`src/logic/wake_pkg.sv`:
```
// Operation
// - six 16-bit wrapping counters, channels 48-53
// - count switch or pulse inputs up to 300/s
// - reading a counter clears it to zero
// - humidity is hardware channel 54, shareable
// - 25 software channels each select hardware
// - four relays, each assigned any software channel; no relay logic here, only N_RELAY
// - wake every eight seconds, collect data
// - plug absent: sleep without serial reception
// - plug present: prompt, beep, listen one second
// - numeric character while listening enters menu
// - no character: sleep, listen next cycle
// - plug absent: ignore all received characters
// - 9600 baud, 8 bits, no parity, XON/XOFF
// - wake character aborts activity, sends menu
// - menu left only on escape character
// - finished task returns to menu, resends it
// - inapplicable option does nothing; here it resends the menu
// - escape cancels operation before commit
package wake_pkg;
    localparam int unsigned CLK_HZ       = 200_000_000;
    localparam int unsigned BAUD         = 9600;
    localparam int unsigned BIT_CYC      = CLK_HZ / BAUD;
    localparam int unsigned LISTEN_MS    = 1000;
    localparam int unsigned LISTEN_CYC   = (CLK_HZ / 1000) * LISTEN_MS;
    localparam int unsigned DEB_US       = 1000;
    localparam int unsigned DEB_CYC      = (CLK_HZ / 1_000_000) * DEB_US;
    localparam int unsigned N_CNT        = 6;
    localparam int unsigned N_SW         = 25;
    localparam int unsigned N_RELAY      = 4;
    localparam logic [5:0]  HW_CNT_FIRST = 6'h30;
    localparam logic [5:0]  HW_CNT_LAST  = 6'h35;
    localparam logic [5:0]  HW_HUMID     = 6'h36;
    localparam logic [7:0]  CH_ESC       = 8'h1B;
    localparam logic [7:0]  CH_XON       = 8'h11;
    localparam logic [7:0]  CH_XOFF      = 8'h13;
    localparam logic [7:0]  CH_ZERO      = 8'h30;
    localparam logic [7:0]  CH_NINE      = 8'h39;
    localparam logic [7:0]  CH_OPT_LAST  = 8'h45;
    localparam logic [7:0]  CH_OPT_A     = 8'h41;
    localparam logic [15:0] CNT_RESET    = 16'h0000;
    localparam logic [2:0]  RX_SYNC_IDLE = 3'h7;
    localparam logic [1:0]  PLUG_IDLE    = 2'h3;
    localparam logic [5:0]  CNT_IN_IDLE  = 6'h3F;
    localparam logic [9:0]  TX_IDLE      = 10'h3FF;

    typedef enum logic [2:0] {
        ST_SLEEP  = 3'b000,
        ST_COLLECT= 3'b001,
        ST_PROMPT = 3'b010,
        ST_LISTEN = 3'b011,
        ST_MENU   = 3'b100,
        ST_TASK   = 3'b101
    } mode_t;
endpackage : wake_pkg

```
`src/logic/wake_listen.sv`:
```
`timescale 1ns/1ps
module wake_listen #(
    parameter int unsigned BIT_CYCLES = wake_pkg::BIT_CYC,
    parameter int unsigned LISTEN_CYCLES = wake_pkg::LISTEN_CYC,
    parameter int unsigned DEBOUNCE_CYCLES = wake_pkg::DEB_CYC
) (
    input  wire logic        clock,
    input  wire logic        reset_n,
    input  wire logic        rtc_wake,
    input  wire logic        plug_detect_n,
    input  wire logic [5:0]  count_in,
    input  wire logic        rx_pin,
    output logic             tx_pin,
    output logic             rx_enable,
    output logic             beep,
    output logic             collect_start,
    input  wire logic        collect_done,
    input  wire logic [4:0]  sw_sel,
    input  wire logic [5:0]  sw_map,
    input  wire logic        sw_read,
    output logic [15:0]      sw_data,
    output logic             sw_humid,
    input  wire logic [5:0]  hw_fitted,
    output logic [7:0]       host_char,
    output logic             host_char_valid,
    output logic [3:0]       menu_option,
    output logic             menu_option_valid,
    input  wire logic        task_done,
    output logic             task_cancel,
    output logic             menu_resend,
    output logic             menu_mode,
    input  wire logic [7:0]  tx_data,
    input  wire logic        tx_valid,
    output logic             tx_ready
);
    localparam int unsigned NC = wake_pkg::N_CNT;

    typedef struct packed {
        logic [2:0]       rtc_s;
        logic [1:0]       plug_s;
        logic [2:0]       rx_s;
        logic [NC-1:0]    c_s1;
        logic [NC-1:0]    c_s2;
        logic [NC-1:0]    c_st;
        logic [NC*20-1:0] deb;
        logic [NC*16-1:0] cnt;
        wake_pkg::mode_t  mode;
        logic [31:0]      timer;
        logic             rx_busy;
        logic [15:0]      rx_t;
        logic [3:0]       rx_n;
        logic [7:0]       rx_sh;
        logic             tx_busy;
        logic [15:0]      tx_t;
        logic [3:0]       tx_n;
        logic [9:0]       tx_sh;
        logic             xoff;
        logic [15:0]      sw_data;
        logic             sw_humid;
        logic [7:0]       hc;
        logic             hcv;
        logic [3:0]       opt;
        logic             optv;
        logic             cancel;
        logic             resend;
        logic             collect;
        logic             beep;
    } state_t;

    state_t q, d;

    function automatic logic is_digit(input logic [7:0] c);
        return c >= wake_pkg::CH_ZERO && c <= wake_pkg::CH_NINE;
    endfunction : is_digit

    function automatic logic is_count_hw(input logic [5:0] h);
        return h >= wake_pkg::HW_CNT_FIRST && h <= wake_pkg::HW_CNT_LAST;
    endfunction : is_count_hw

    function automatic logic is_option_letter(input logic [7:0] c);
        return c >= wake_pkg::CH_OPT_A && c <= wake_pkg::CH_OPT_LAST;
    endfunction : is_option_letter

    // counts roll over from all ones to zero, never saturate
    function automatic logic [15:0] bump16(input logic [15:0] v);
        return (v == 16'hFFFF) ? 16'h0000 : v + 16'h0001;
    endfunction : bump16

    // digit options always apply; letter options need fitted hardware
    function automatic logic option_fitted(input logic [3:0] o,
                                           input logic [5:0] f);
        logic ok;
        ok = 1'b1;
        if (o >= 4'hA) begin
            ok = f[3'(o - 4'hA)];
        end
        return ok;
    endfunction : option_fitted

    logic       rx_got;
    logic [7:0] rx_byte;
    logic [2:0] ci;
    logic [7:0] opt_raw;

    always_comb begin
        d = q;
        rx_got = 1'b0;
        rx_byte = q.rx_sh;
        ci = 3'h0;
        opt_raw = 8'h00;
        d.rtc_s   = {q.rtc_s[1:0], rtc_wake};
        d.plug_s  = {q.plug_s[0], plug_detect_n};
        d.rx_s    = {q.rx_s[1:0], rx_pin};
        d.c_s1    = count_in;
        d.c_s2    = q.c_s1;
        d.hcv     = 1'b0;
        d.optv    = 1'b0;
        d.cancel  = 1'b0;
        d.resend  = 1'b0;
        d.collect = 1'b0;
        d.beep    = (q.mode == wake_pkg::ST_PROMPT);
        // debounce: input must hold steady before its new level counts
        for (int i = 0; i < NC; i++) begin
            if (q.c_s2[i] == q.c_st[i]) begin
                d.deb[i*20 +: 20] = 20'h00000;
            end else if (q.deb[i*20 +: 20] >= 20'(DEBOUNCE_CYCLES)) begin
                d.deb[i*20 +: 20] = 20'h00000;
                d.c_st[i] = q.c_s2[i];
                if (!q.c_s2[i]) begin
                    // closure pulls low; count once per closure
                    d.cnt[i*16 +: 16] = bump16(q.cnt[i*16 +: 16]);
                end
            end else begin
                d.deb[i*20 +: 20] = q.deb[i*20 +: 20] + 20'h00001;
            end
        end
        // software channel read path
        if (sw_read) begin
            d.sw_humid = (sw_map == wake_pkg::HW_HUMID);
            d.sw_data  = 16'h0000;
            // numbers past the last software channel read nothing
            if (is_count_hw(sw_map) && sw_sel < 5'(wake_pkg::N_SW)) begin
                ci = 3'(sw_map - wake_pkg::HW_CNT_FIRST);
                d.sw_data = q.cnt[ci*16 +: 16];
                // a count landing on the read is lost; clear wins here
                d.cnt[ci*16 +: 16] = wake_pkg::CNT_RESET;
            end
        end
        // receiver, 8N1, only while the line is powered
        if (!rx_enable) begin
            d.rx_busy = 1'b0;
            // a host that went away can never send XON; do not stall tx
            d.xoff = 1'b0;
        end else if (!q.rx_busy) begin
            if (!q.rx_s[2]) begin
                d.rx_busy = 1'b1;
                d.rx_t = 16'(BIT_CYCLES / 2);
                d.rx_n = 4'h0;
            end
        end else if (q.rx_t != 16'h0000) begin
            d.rx_t = q.rx_t - 16'h0001;
        end else begin
            d.rx_t = 16'(BIT_CYCLES - 1);
            d.rx_n = q.rx_n + 4'h1;
            if (q.rx_n == 4'h0 && q.rx_s[2]) begin
                // line high again at mid start bit: a glitch, not a frame
                d.rx_busy = 1'b0;
            end
            if (q.rx_n >= 4'h1 && q.rx_n <= 4'h8) begin
                d.rx_sh = {q.rx_s[2], q.rx_sh[7:1]};
            end
            if (q.rx_n == 4'h9) begin
                d.rx_busy = 1'b0;
                // a low stop bit is a framing error; the byte is dropped
                rx_got = q.rx_s[2];
            end
        end
        if (rx_got) begin
            if (rx_byte == wake_pkg::CH_XOFF) begin
                d.xoff = 1'b1;
            end else if (rx_byte == wake_pkg::CH_XON) begin
                d.xoff = 1'b0;
            end else begin
                d.hc  = rx_byte;
                d.hcv = 1'b1;
            end
        end
        // transmitter; xoff holds new bytes, never one in flight
        if (!q.tx_busy) begin
            if (tx_valid && !q.xoff) begin
                d.tx_busy = 1'b1;
                d.tx_sh = {1'b1, tx_data, 1'b0};
                d.tx_t = 16'(BIT_CYCLES - 1);
                d.tx_n = 4'h0;
            end
        end else if (q.tx_t != 16'h0000) begin
            d.tx_t = q.tx_t - 16'h0001;
        end else begin
            d.tx_t = 16'(BIT_CYCLES - 1);
            d.tx_sh = {1'b1, q.tx_sh[9:1]};
            d.tx_n = q.tx_n + 4'h1;
            if (q.tx_n == 4'h9) begin
                d.tx_busy = 1'b0;
            end
        end
        // sequencer
        case (q.mode)
            wake_pkg::ST_SLEEP: begin
                if (q.rtc_s[1] && !q.rtc_s[2]) begin
                    d.mode = wake_pkg::ST_COLLECT;
                    d.collect = 1'b1;
                end
            end
            wake_pkg::ST_COLLECT: begin
                if (collect_done) begin
                    if (q.plug_s[1]) begin
                        d.mode = wake_pkg::ST_SLEEP;
                    end else begin
                        d.mode = wake_pkg::ST_PROMPT;
                        d.resend = 1'b1;
                    end
                end
            end
            wake_pkg::ST_PROMPT: begin
                d.mode = wake_pkg::ST_LISTEN;
                d.timer = 32'(LISTEN_CYCLES);
            end
            wake_pkg::ST_LISTEN: begin
                if (rx_got && is_digit(rx_byte)) begin
                    d.mode = wake_pkg::ST_MENU;
                    d.cancel = 1'b1;
                    d.resend = 1'b1;
                end else if (q.timer == 32'h0) begin
                    d.mode = wake_pkg::ST_SLEEP;
                end else begin
                    d.timer = q.timer - 32'h1;
                end
            end
            wake_pkg::ST_MENU: begin
                if (rx_got) begin
                    opt_raw = rx_byte - wake_pkg::CH_OPT_A + 8'h0A;
                    if (rx_byte == wake_pkg::CH_ESC) begin
                        d.mode = wake_pkg::ST_SLEEP;
                    end else if (is_digit(rx_byte)) begin
                        d.opt = 4'(rx_byte - wake_pkg::CH_ZERO);
                        d.optv = 1'b1;
                        d.mode = wake_pkg::ST_TASK;
                    end else if (is_option_letter(rx_byte)) begin
                        // an unfitted option only redisplays the menu
                        if (option_fitted(opt_raw[3:0], hw_fitted)) begin
                            d.opt = opt_raw[3:0];
                            d.optv = 1'b1;
                            d.mode = wake_pkg::ST_TASK;
                        end else begin
                            d.resend = 1'b1;
                        end
                    end else begin
                        d.resend = 1'b1;
                    end
                end
            end
            wake_pkg::ST_TASK: begin
                if (rx_got && rx_byte == wake_pkg::CH_ESC) begin
                    d.cancel = 1'b1;
                    d.mode = wake_pkg::ST_MENU;
                    d.resend = 1'b1;
                end else if (task_done) begin
                    d.mode = wake_pkg::ST_MENU;
                    d.resend = 1'b1;
                end
            end
            default: d.mode = wake_pkg::ST_SLEEP;
        endcase
    end

    always_ff @(posedge clock or negedge reset_n) begin
        if (!reset_n) begin
            q <= '0;
            // pins rest high: start there so no false edge follows reset
            q.rx_s  <= wake_pkg::RX_SYNC_IDLE;
            q.c_s1  <= wake_pkg::CNT_IN_IDLE;
            q.c_s2  <= wake_pkg::CNT_IN_IDLE;
            q.c_st  <= wake_pkg::CNT_IN_IDLE;
            q.plug_s <= wake_pkg::PLUG_IDLE;
            q.tx_sh <= wake_pkg::TX_IDLE;
            q.mode  <= wake_pkg::ST_SLEEP;
        end else begin
            q <= d;
        end
    end

    // receiver powered only with plug grounded and listening or awake
    assign rx_enable = !q.plug_s[1] &&
        (q.mode == wake_pkg::ST_LISTEN || q.mode == wake_pkg::ST_MENU ||
         q.mode == wake_pkg::ST_TASK);
    assign tx_pin            = q.tx_sh[0];
    assign tx_ready          = !q.tx_busy && !q.xoff;
    assign beep              = q.beep;
    assign collect_start     = q.collect;
    assign sw_data           = q.sw_data;
    assign sw_humid          = q.sw_humid;
    assign host_char         = q.hc;
    assign host_char_valid   = q.hcv;
    // option strobes are only raised for options the unit can serve
    assign menu_option       = q.opt;
    assign menu_option_valid = q.optv;
    assign task_cancel       = q.cancel;
    assign menu_resend       = q.resend;
    assign menu_mode = (q.mode == wake_pkg::ST_MENU ||
                        q.mode == wake_pkg::ST_TASK);
endmodule : wake_listen

```
`config.mk`:
```
export PLATFORM = sky130hd
export DESIGN_NAME = wake_listen
export DESIGN_NICKNAME = d
export VERILOG_FILES = /design/src/logic/wake_pkg.sv /design/src/logic/wake_listen.sv
export SDC_FILE = /design/constraint.sdc
export NUM_CORES = 1
export LEC_CHECK = 0
export BUFFER_PORTS_ARGS = -buffer_cell sky130_fd_sc_hd__buf_2
export CORE_ASPECT_RATIO = 1.4
export CORE_UTILIZATION = 62
export DETAILED_ROUTE_END_ITERATION = 10
export PLACE_DENSITY = 0.8
export SETUP_SLACK_MARGIN = 0.1
export SLEW_MARGIN = 20
export SYNTH_ARGS = -nofsm -noshare
export SYNTH_HDL_FRONTEND = slang
export SYNTH_SLANG_ARGS = --single-unit
```
`constraint.sdc`:
```
create_clock -name clock -period 5.07 [get_ports clock]
set_input_delay 0.2535 -clock clock [delete_from_list [all_inputs] [get_ports clock]]
set_output_delay 0.2535 -clock clock [all_outputs]
set_load 0.02 [all_outputs]
```
* Yosys cells after proc, flatten, opt, wreduce, memory -nomap -nowiden *
Cells that the tools add are included.
Widths: inputs -> output; s select.

word-level totals
  flip-flop bits (word level) = 373
  output and inout bits = 39
  word-level logic and storage cells = 275
  bits of input ports = 40

cells by class
  equality and inequality tests = 35
  shift operators = 3
  reductions and logical operators = 42
  order comparisons = 17
  multiplexer cells = 111
  bitwise logic cells = 10
  $add $sub $neg = 23

operator list
  cell                       number
  $mux 16                    27
  $mux 20                    12
  $mux 96                    2
  $add 20x1->20 const B      6
  $ge 20x18->1 const B       6
  $add 16x1->16 const B      6
  $bwmux 96                  1
  $eq 16x16->1 const B       6
  $shift 16x34->96 const A   1
  $shiftx 16x34->96 const A  1
  $shiftx 96x8->16           1
  $mux 32                    2
  $pmux 32 s2                1
  $mux 31                    2
  $mux 21                    2
  $mux 1                     39
  $neg 7->34                 1
  $mux 3                     11
  $logic_not 32->1           1
  $reduce_bool 16->1         2
  $sub 16x1->16 const B      2
  $sub 32x1->32 const B      1
  $eq 8x5->1 const B         3
  $pmux 3 s6                 1
  other kinds (45)           104

* Depth between registers and ports, before layout *
  word-level depth = 17
  gate-level depth with buffers = 12
  gate-level depth less buffers = 8

* Worst setup path after synthesis *
OpenSTA, ideal clock, no wires.

  path type = input to register
  from = input sw_map[0]
  to = register q[160] in the netlist's numbering
  data arrival time = 3.229 ns
  buffers on the path = 3
  slack = 1.723 ns
  data required time = 4.952 ns
  stages on the path = 11
  library setup time = 0.118 ns
  cell sequence = clkbuf_1 buf_1 clkbuf_1 inv_1 ha_1 ha_1 nand2_1 nor3_1 o21bai_1 o22ai_1 a21o_1

RTL lines
  item                line               source
  start: declaration  wake_listen.sv:19  input wire logic [5:0] sw_map,
  end: declaration    wake_listen.sv:70  state_t q, d;

* Worst setup path after layout *
  from = register q[96] in the netlist's numbering
  to = register q[101] in the netlist's numbering

between the ends
  cells in the longest elaborated chain, start to end = 4
  elaborated cells between the ends (all ways) = 7
  classes of those cells = add/sub: 1; eq/ne: 1; mux: 3; reduce/logical: 2

ends and longest elaborated chain
  item           line                source
  $sub 32x1->32  wake_listen.sv:236  d.timer = q.timer - 32'h1;
  $mux 32        wake_listen.sv:233  end else if (q.timer == 32'h0) begin
  $mux 32        wake_listen.sv:229  if (rx_got && is_digit(rx_byte)) begin
  $pmux 32 s2    wake_listen.sv:207  case (q.mode)

Several ways; a longest one is shown, not always the timed one. The select of a mux whose other input is x is not followed.
A chain may end at the register's enable or synchronous reset.

==> key figures <==
Clock network
  – Clock Tree Buf Depth: 3
  – PostCTS Resize Cnt: 0
  – Worst skew pair latency: roughly 0.53 ns
  – Setup Fix Bufs, Post-CTS: 0
  – TritonCTS clock tree: done
  – Sink Count: roughly 370
  – Clock-pin slew on the worst setup and hold paths: approximately 0.060 ns
  – Total clock buffers created by CTS: 37
  – H-tree levels: 2
  – Root Buffer: clkbuf_16
  – # hold bufs at CTS: 15

Timing
  – Relative slew slack: 0.323
  – Layout Skew: about 0.014 ns
  – Slew @ Worst Pin: between 1 and 1.5 ns
  – Setup total negative slack: 0 ns
  – Final Max Tran Viols: 0
  – Endpoints failing setup: 0
  – Period utilisation layout: 0.649
  – Max Clk Rate: roughly 300 MHz
  – Worst hold margin: 0.0524 ns
  – Fin crit period: approximately 3.3 ns
  – RSZ-0062 raised after global routing: false
  – Count of final hold-check violations: 0

Power and ir drop
  – Switching pwr: 2.65 mW
  – Clock Power Share: 0.339
  – Sw Ratio: 0.312
  – PwrDens: about 400 nW/um2
  – Internal power: 5.83 mW
  – Seq pwr share: 0.484
  – Leakage power: between 8 and 9 nW
  – Worst IR Drop VDD: between 300 and 400 uV
  – Combinational share of power: 0.177

Finish
  – Finished Layout Cells: 2433
  – Area taken by multi-input logic gates: between 9000 and 10000 um2
  – # nets final: between 2k and 2.5k
  – Share of post-route cells with drive strength above 1: 0.131
  – Final instance area: around 21000 um2
  – Reg area: roughly 9400 um2
  – Fillers: ~2.2k
  – Area Growth Syn to Fin: 10.5%

Placement
  – Cell count after placement: approximately 2.4k
  – DP Area: just under 20000 um2
  – RD Place Congestion: roughly 0.95
  – PortBufs: approximately 80
  – Final HPWL DP: between 20000 and 30000 um

Yosys
  – Top cells by area, synth: dfrtp_1, nor2_1, dfstp_2, xnor2_1, xor2_1
  – Mapped cell area: 19100 um2
  – Dominant cell type by area after synthesis: dfrtp_1
  – Post-synth EDFFs: 0
  – Sequential-to-total area share from yosys stat: 0.490
  – Mean area per synthesized cell: between 9 and 10 um2
  – Synth Instances: between 1.5k and 2k
  – Distinct cell type count after synthesis: 80
  – Main synth FF type: dfrtp_1
  – YS warnings: 0
  – Number of synthesized register bits: about 370
  – Async SR Flop Fraction: 1.00
  – Share of the synthesized area in the top cell type: 0.444

Floorplan
  – Core box area: 30200 um2
  – Starting Density: 0.634
  – # IOs: around 80
  – Row count: between 70 and 80
  – Die ar.: about 32000 um2
  – Die width: 151 um
  – Die Y-Extent: around 210 um

Drt
  – Residual DRC: 0
  – Routed Antenna Nets: 0
  – Initial DRC count: between 800 and 900
  – Pre-antenna DRT Iters: 5
  – Vias: 14.7k
  – Routed len/inst: between 15 and 20 um
  – Total Wirelength: about 42000 um
  – Via density per instance: a little over 6

Worst setup path
  – Setup crit start: q[96]
  – Startpoint types: flop
  – Critical path type: flop to flop
  – Req. time, crit path: about 5.5 ns
  – R2R depth: 8
  – Critical path fanouts, max: 20
  – Arr. time, crit path: ~3.7 ns
  – Reg2reg start: q[96]
  – Crit. End Element: flop

Global route
  – Gr ovfl total: 0
  – GR Util met2: 0.471
  – First-pass GRT wire length: slightly above 70000 um
  – Pin count of the biggest net entering global routing: 122
  – Met1 GRT Util: 0.338
  – Antenna violations before repair: 1
  – Total Routing Usage GR: 0.276
  – Layer with the highest usage: met2
  – Met3 Use GR: 0.0417
  – Vias in the first global route: approximately 15k

Hold path
  – Hold path depth: 3
  – HP Class: primary input to flop
  – Hold path start: tx_data[1]

Job
  – Max-cap viol count: 0

Status
  – Status: finished, final reports clean
state kept, by name, summed over array words and instances, names as in the netlist:
| register | flops |
|---|---|
| sw_data | 16 |
| task_cancel | 1 |
| menu_option_valid | 1 |
| collect_start | 1 |
| rx_byte | 8 |
| tx_pin | 1 |
| beep | 1 |
| menu_option | 4 |
| host_char_valid | 1 |
| host_char | 8 |
| q | 318 |
| sw_humid | 1 |
| d | 11 |
| menu_resend | 1 |
logic make-up after synthesis:
family,count (synthesis),synth area share
AO/OA/AOI/OAI,277,0.0960
XOR/XNOR,186,0.0851
adder cells (fa/ha/maj),37,0.0242
buffers and inverters,162,0.0383
flip-flops,373,0.490
multiplexers,72,0.0512
other,1,0.000196
AND/OR/NAND/NOR,846,0.215
through the flow:
step | utilization | setup WS, ns | total power [mW]
after detailed placement | 0.653 | 1.81 | 5.60
after floorplan | - | 1.72 | 5.05
after global placement | 0.653 | 1.89 | 5.51
after CTS | 0.700 | 1.78 | 8.51
after global routing | 0.700 | 1.54 | 8.89
final | 0.700 | 1.78 | 8.48
worst max-delay path: stages (launching register included):
cell	delay, ns
dfrtp_1	0.41
inv_1	0.07
ha_1	0.17
or3b_2	0.51
or4_4	0.56
o41ai_4	0.56
or2_1	0.57
o311ai_0	0.23
o41ai_1	0.10
Yosys cell counts (all sizes together), types with 11 or more instances:
library cell,instances
or2,12
a21oi,51
a22oi,28
nand2,165
nand4,30
dfstp,33
xnor2,93
and3,47
or3,26
mux2i,17
o22ai,20
mux2,38
nor3,57
mux4,17
xor2,93
nand3,100
inv,74
o21a,11
dfrtp,340
ha,37
nor2,281
nor4,39
o31ai,11
nand2b,11
buf,36
clkbuf,51
or4,21
o21ai,70
cell usage in the layout (no fill, tap or decap), types with 30 or more instances in the layout:
cell	count
nor2_1	281
dfrtp_1	340
and3_1	47
nand4_1	30
inv_1	72
buf_2	77
mux2_2	38
a21oi_1	50
xor2_1	93
ha_1	37
xnor2_1	93
nand3_1	100
clkbuf_16	39
o21ai_0	66
nand2_1	165
nor3_1	56
nor4_1	39
dfstp_2	33
metal layers:
metal	share of wire	wire (um)	vias to the layer above
met1	0.40	16800	7230
li1	-	-	6938
met4	0.047	1970	0
met2	0.51	21300	396
met3	0.046	1920	124
met5	0	0	-
final cells by class:
type	instances	share of cell area
Tap cell	385	0.0228
Clock buffer	53	0.0519
Clock inverter	14	0.00857
Inverter	75	0.0133
Antenna cell	1	0.000118
Sequential cell	373	0.443
Timing Repair Buffer	102	0.0304
Multi-Input combinational cell	1430	0.430
power by group through the flow:
| stage | sequential, mW | clock, mW | combinational [mW] |
|---|---|---|---|
| global placement | 4.09 | 0 | 1.42 |
| finish | 4.10 | 2.87 | 1.50 |
| floorplan | 3.86 | 0 | 1.19 |
| global route | 4.16 | 3.04 | 1.69 |
| detailed placement | 4.11 | 0 | 1.48 |
| CTS | 4.08 | 2.93 | 1.50 |
path summary, 6_finish.rpt:
check	to	slack, ns
max	q[101]	1.78
min	q[38]	0.05
max reg2reg	q[101]	1.78
min reg2reg	q[353]	0.35
max in group asynchronous	menu_option_valid	3.39
min in group asynchronous	q[237]	0.36
No activity file was read; power rests on OpenSTA's default activity.
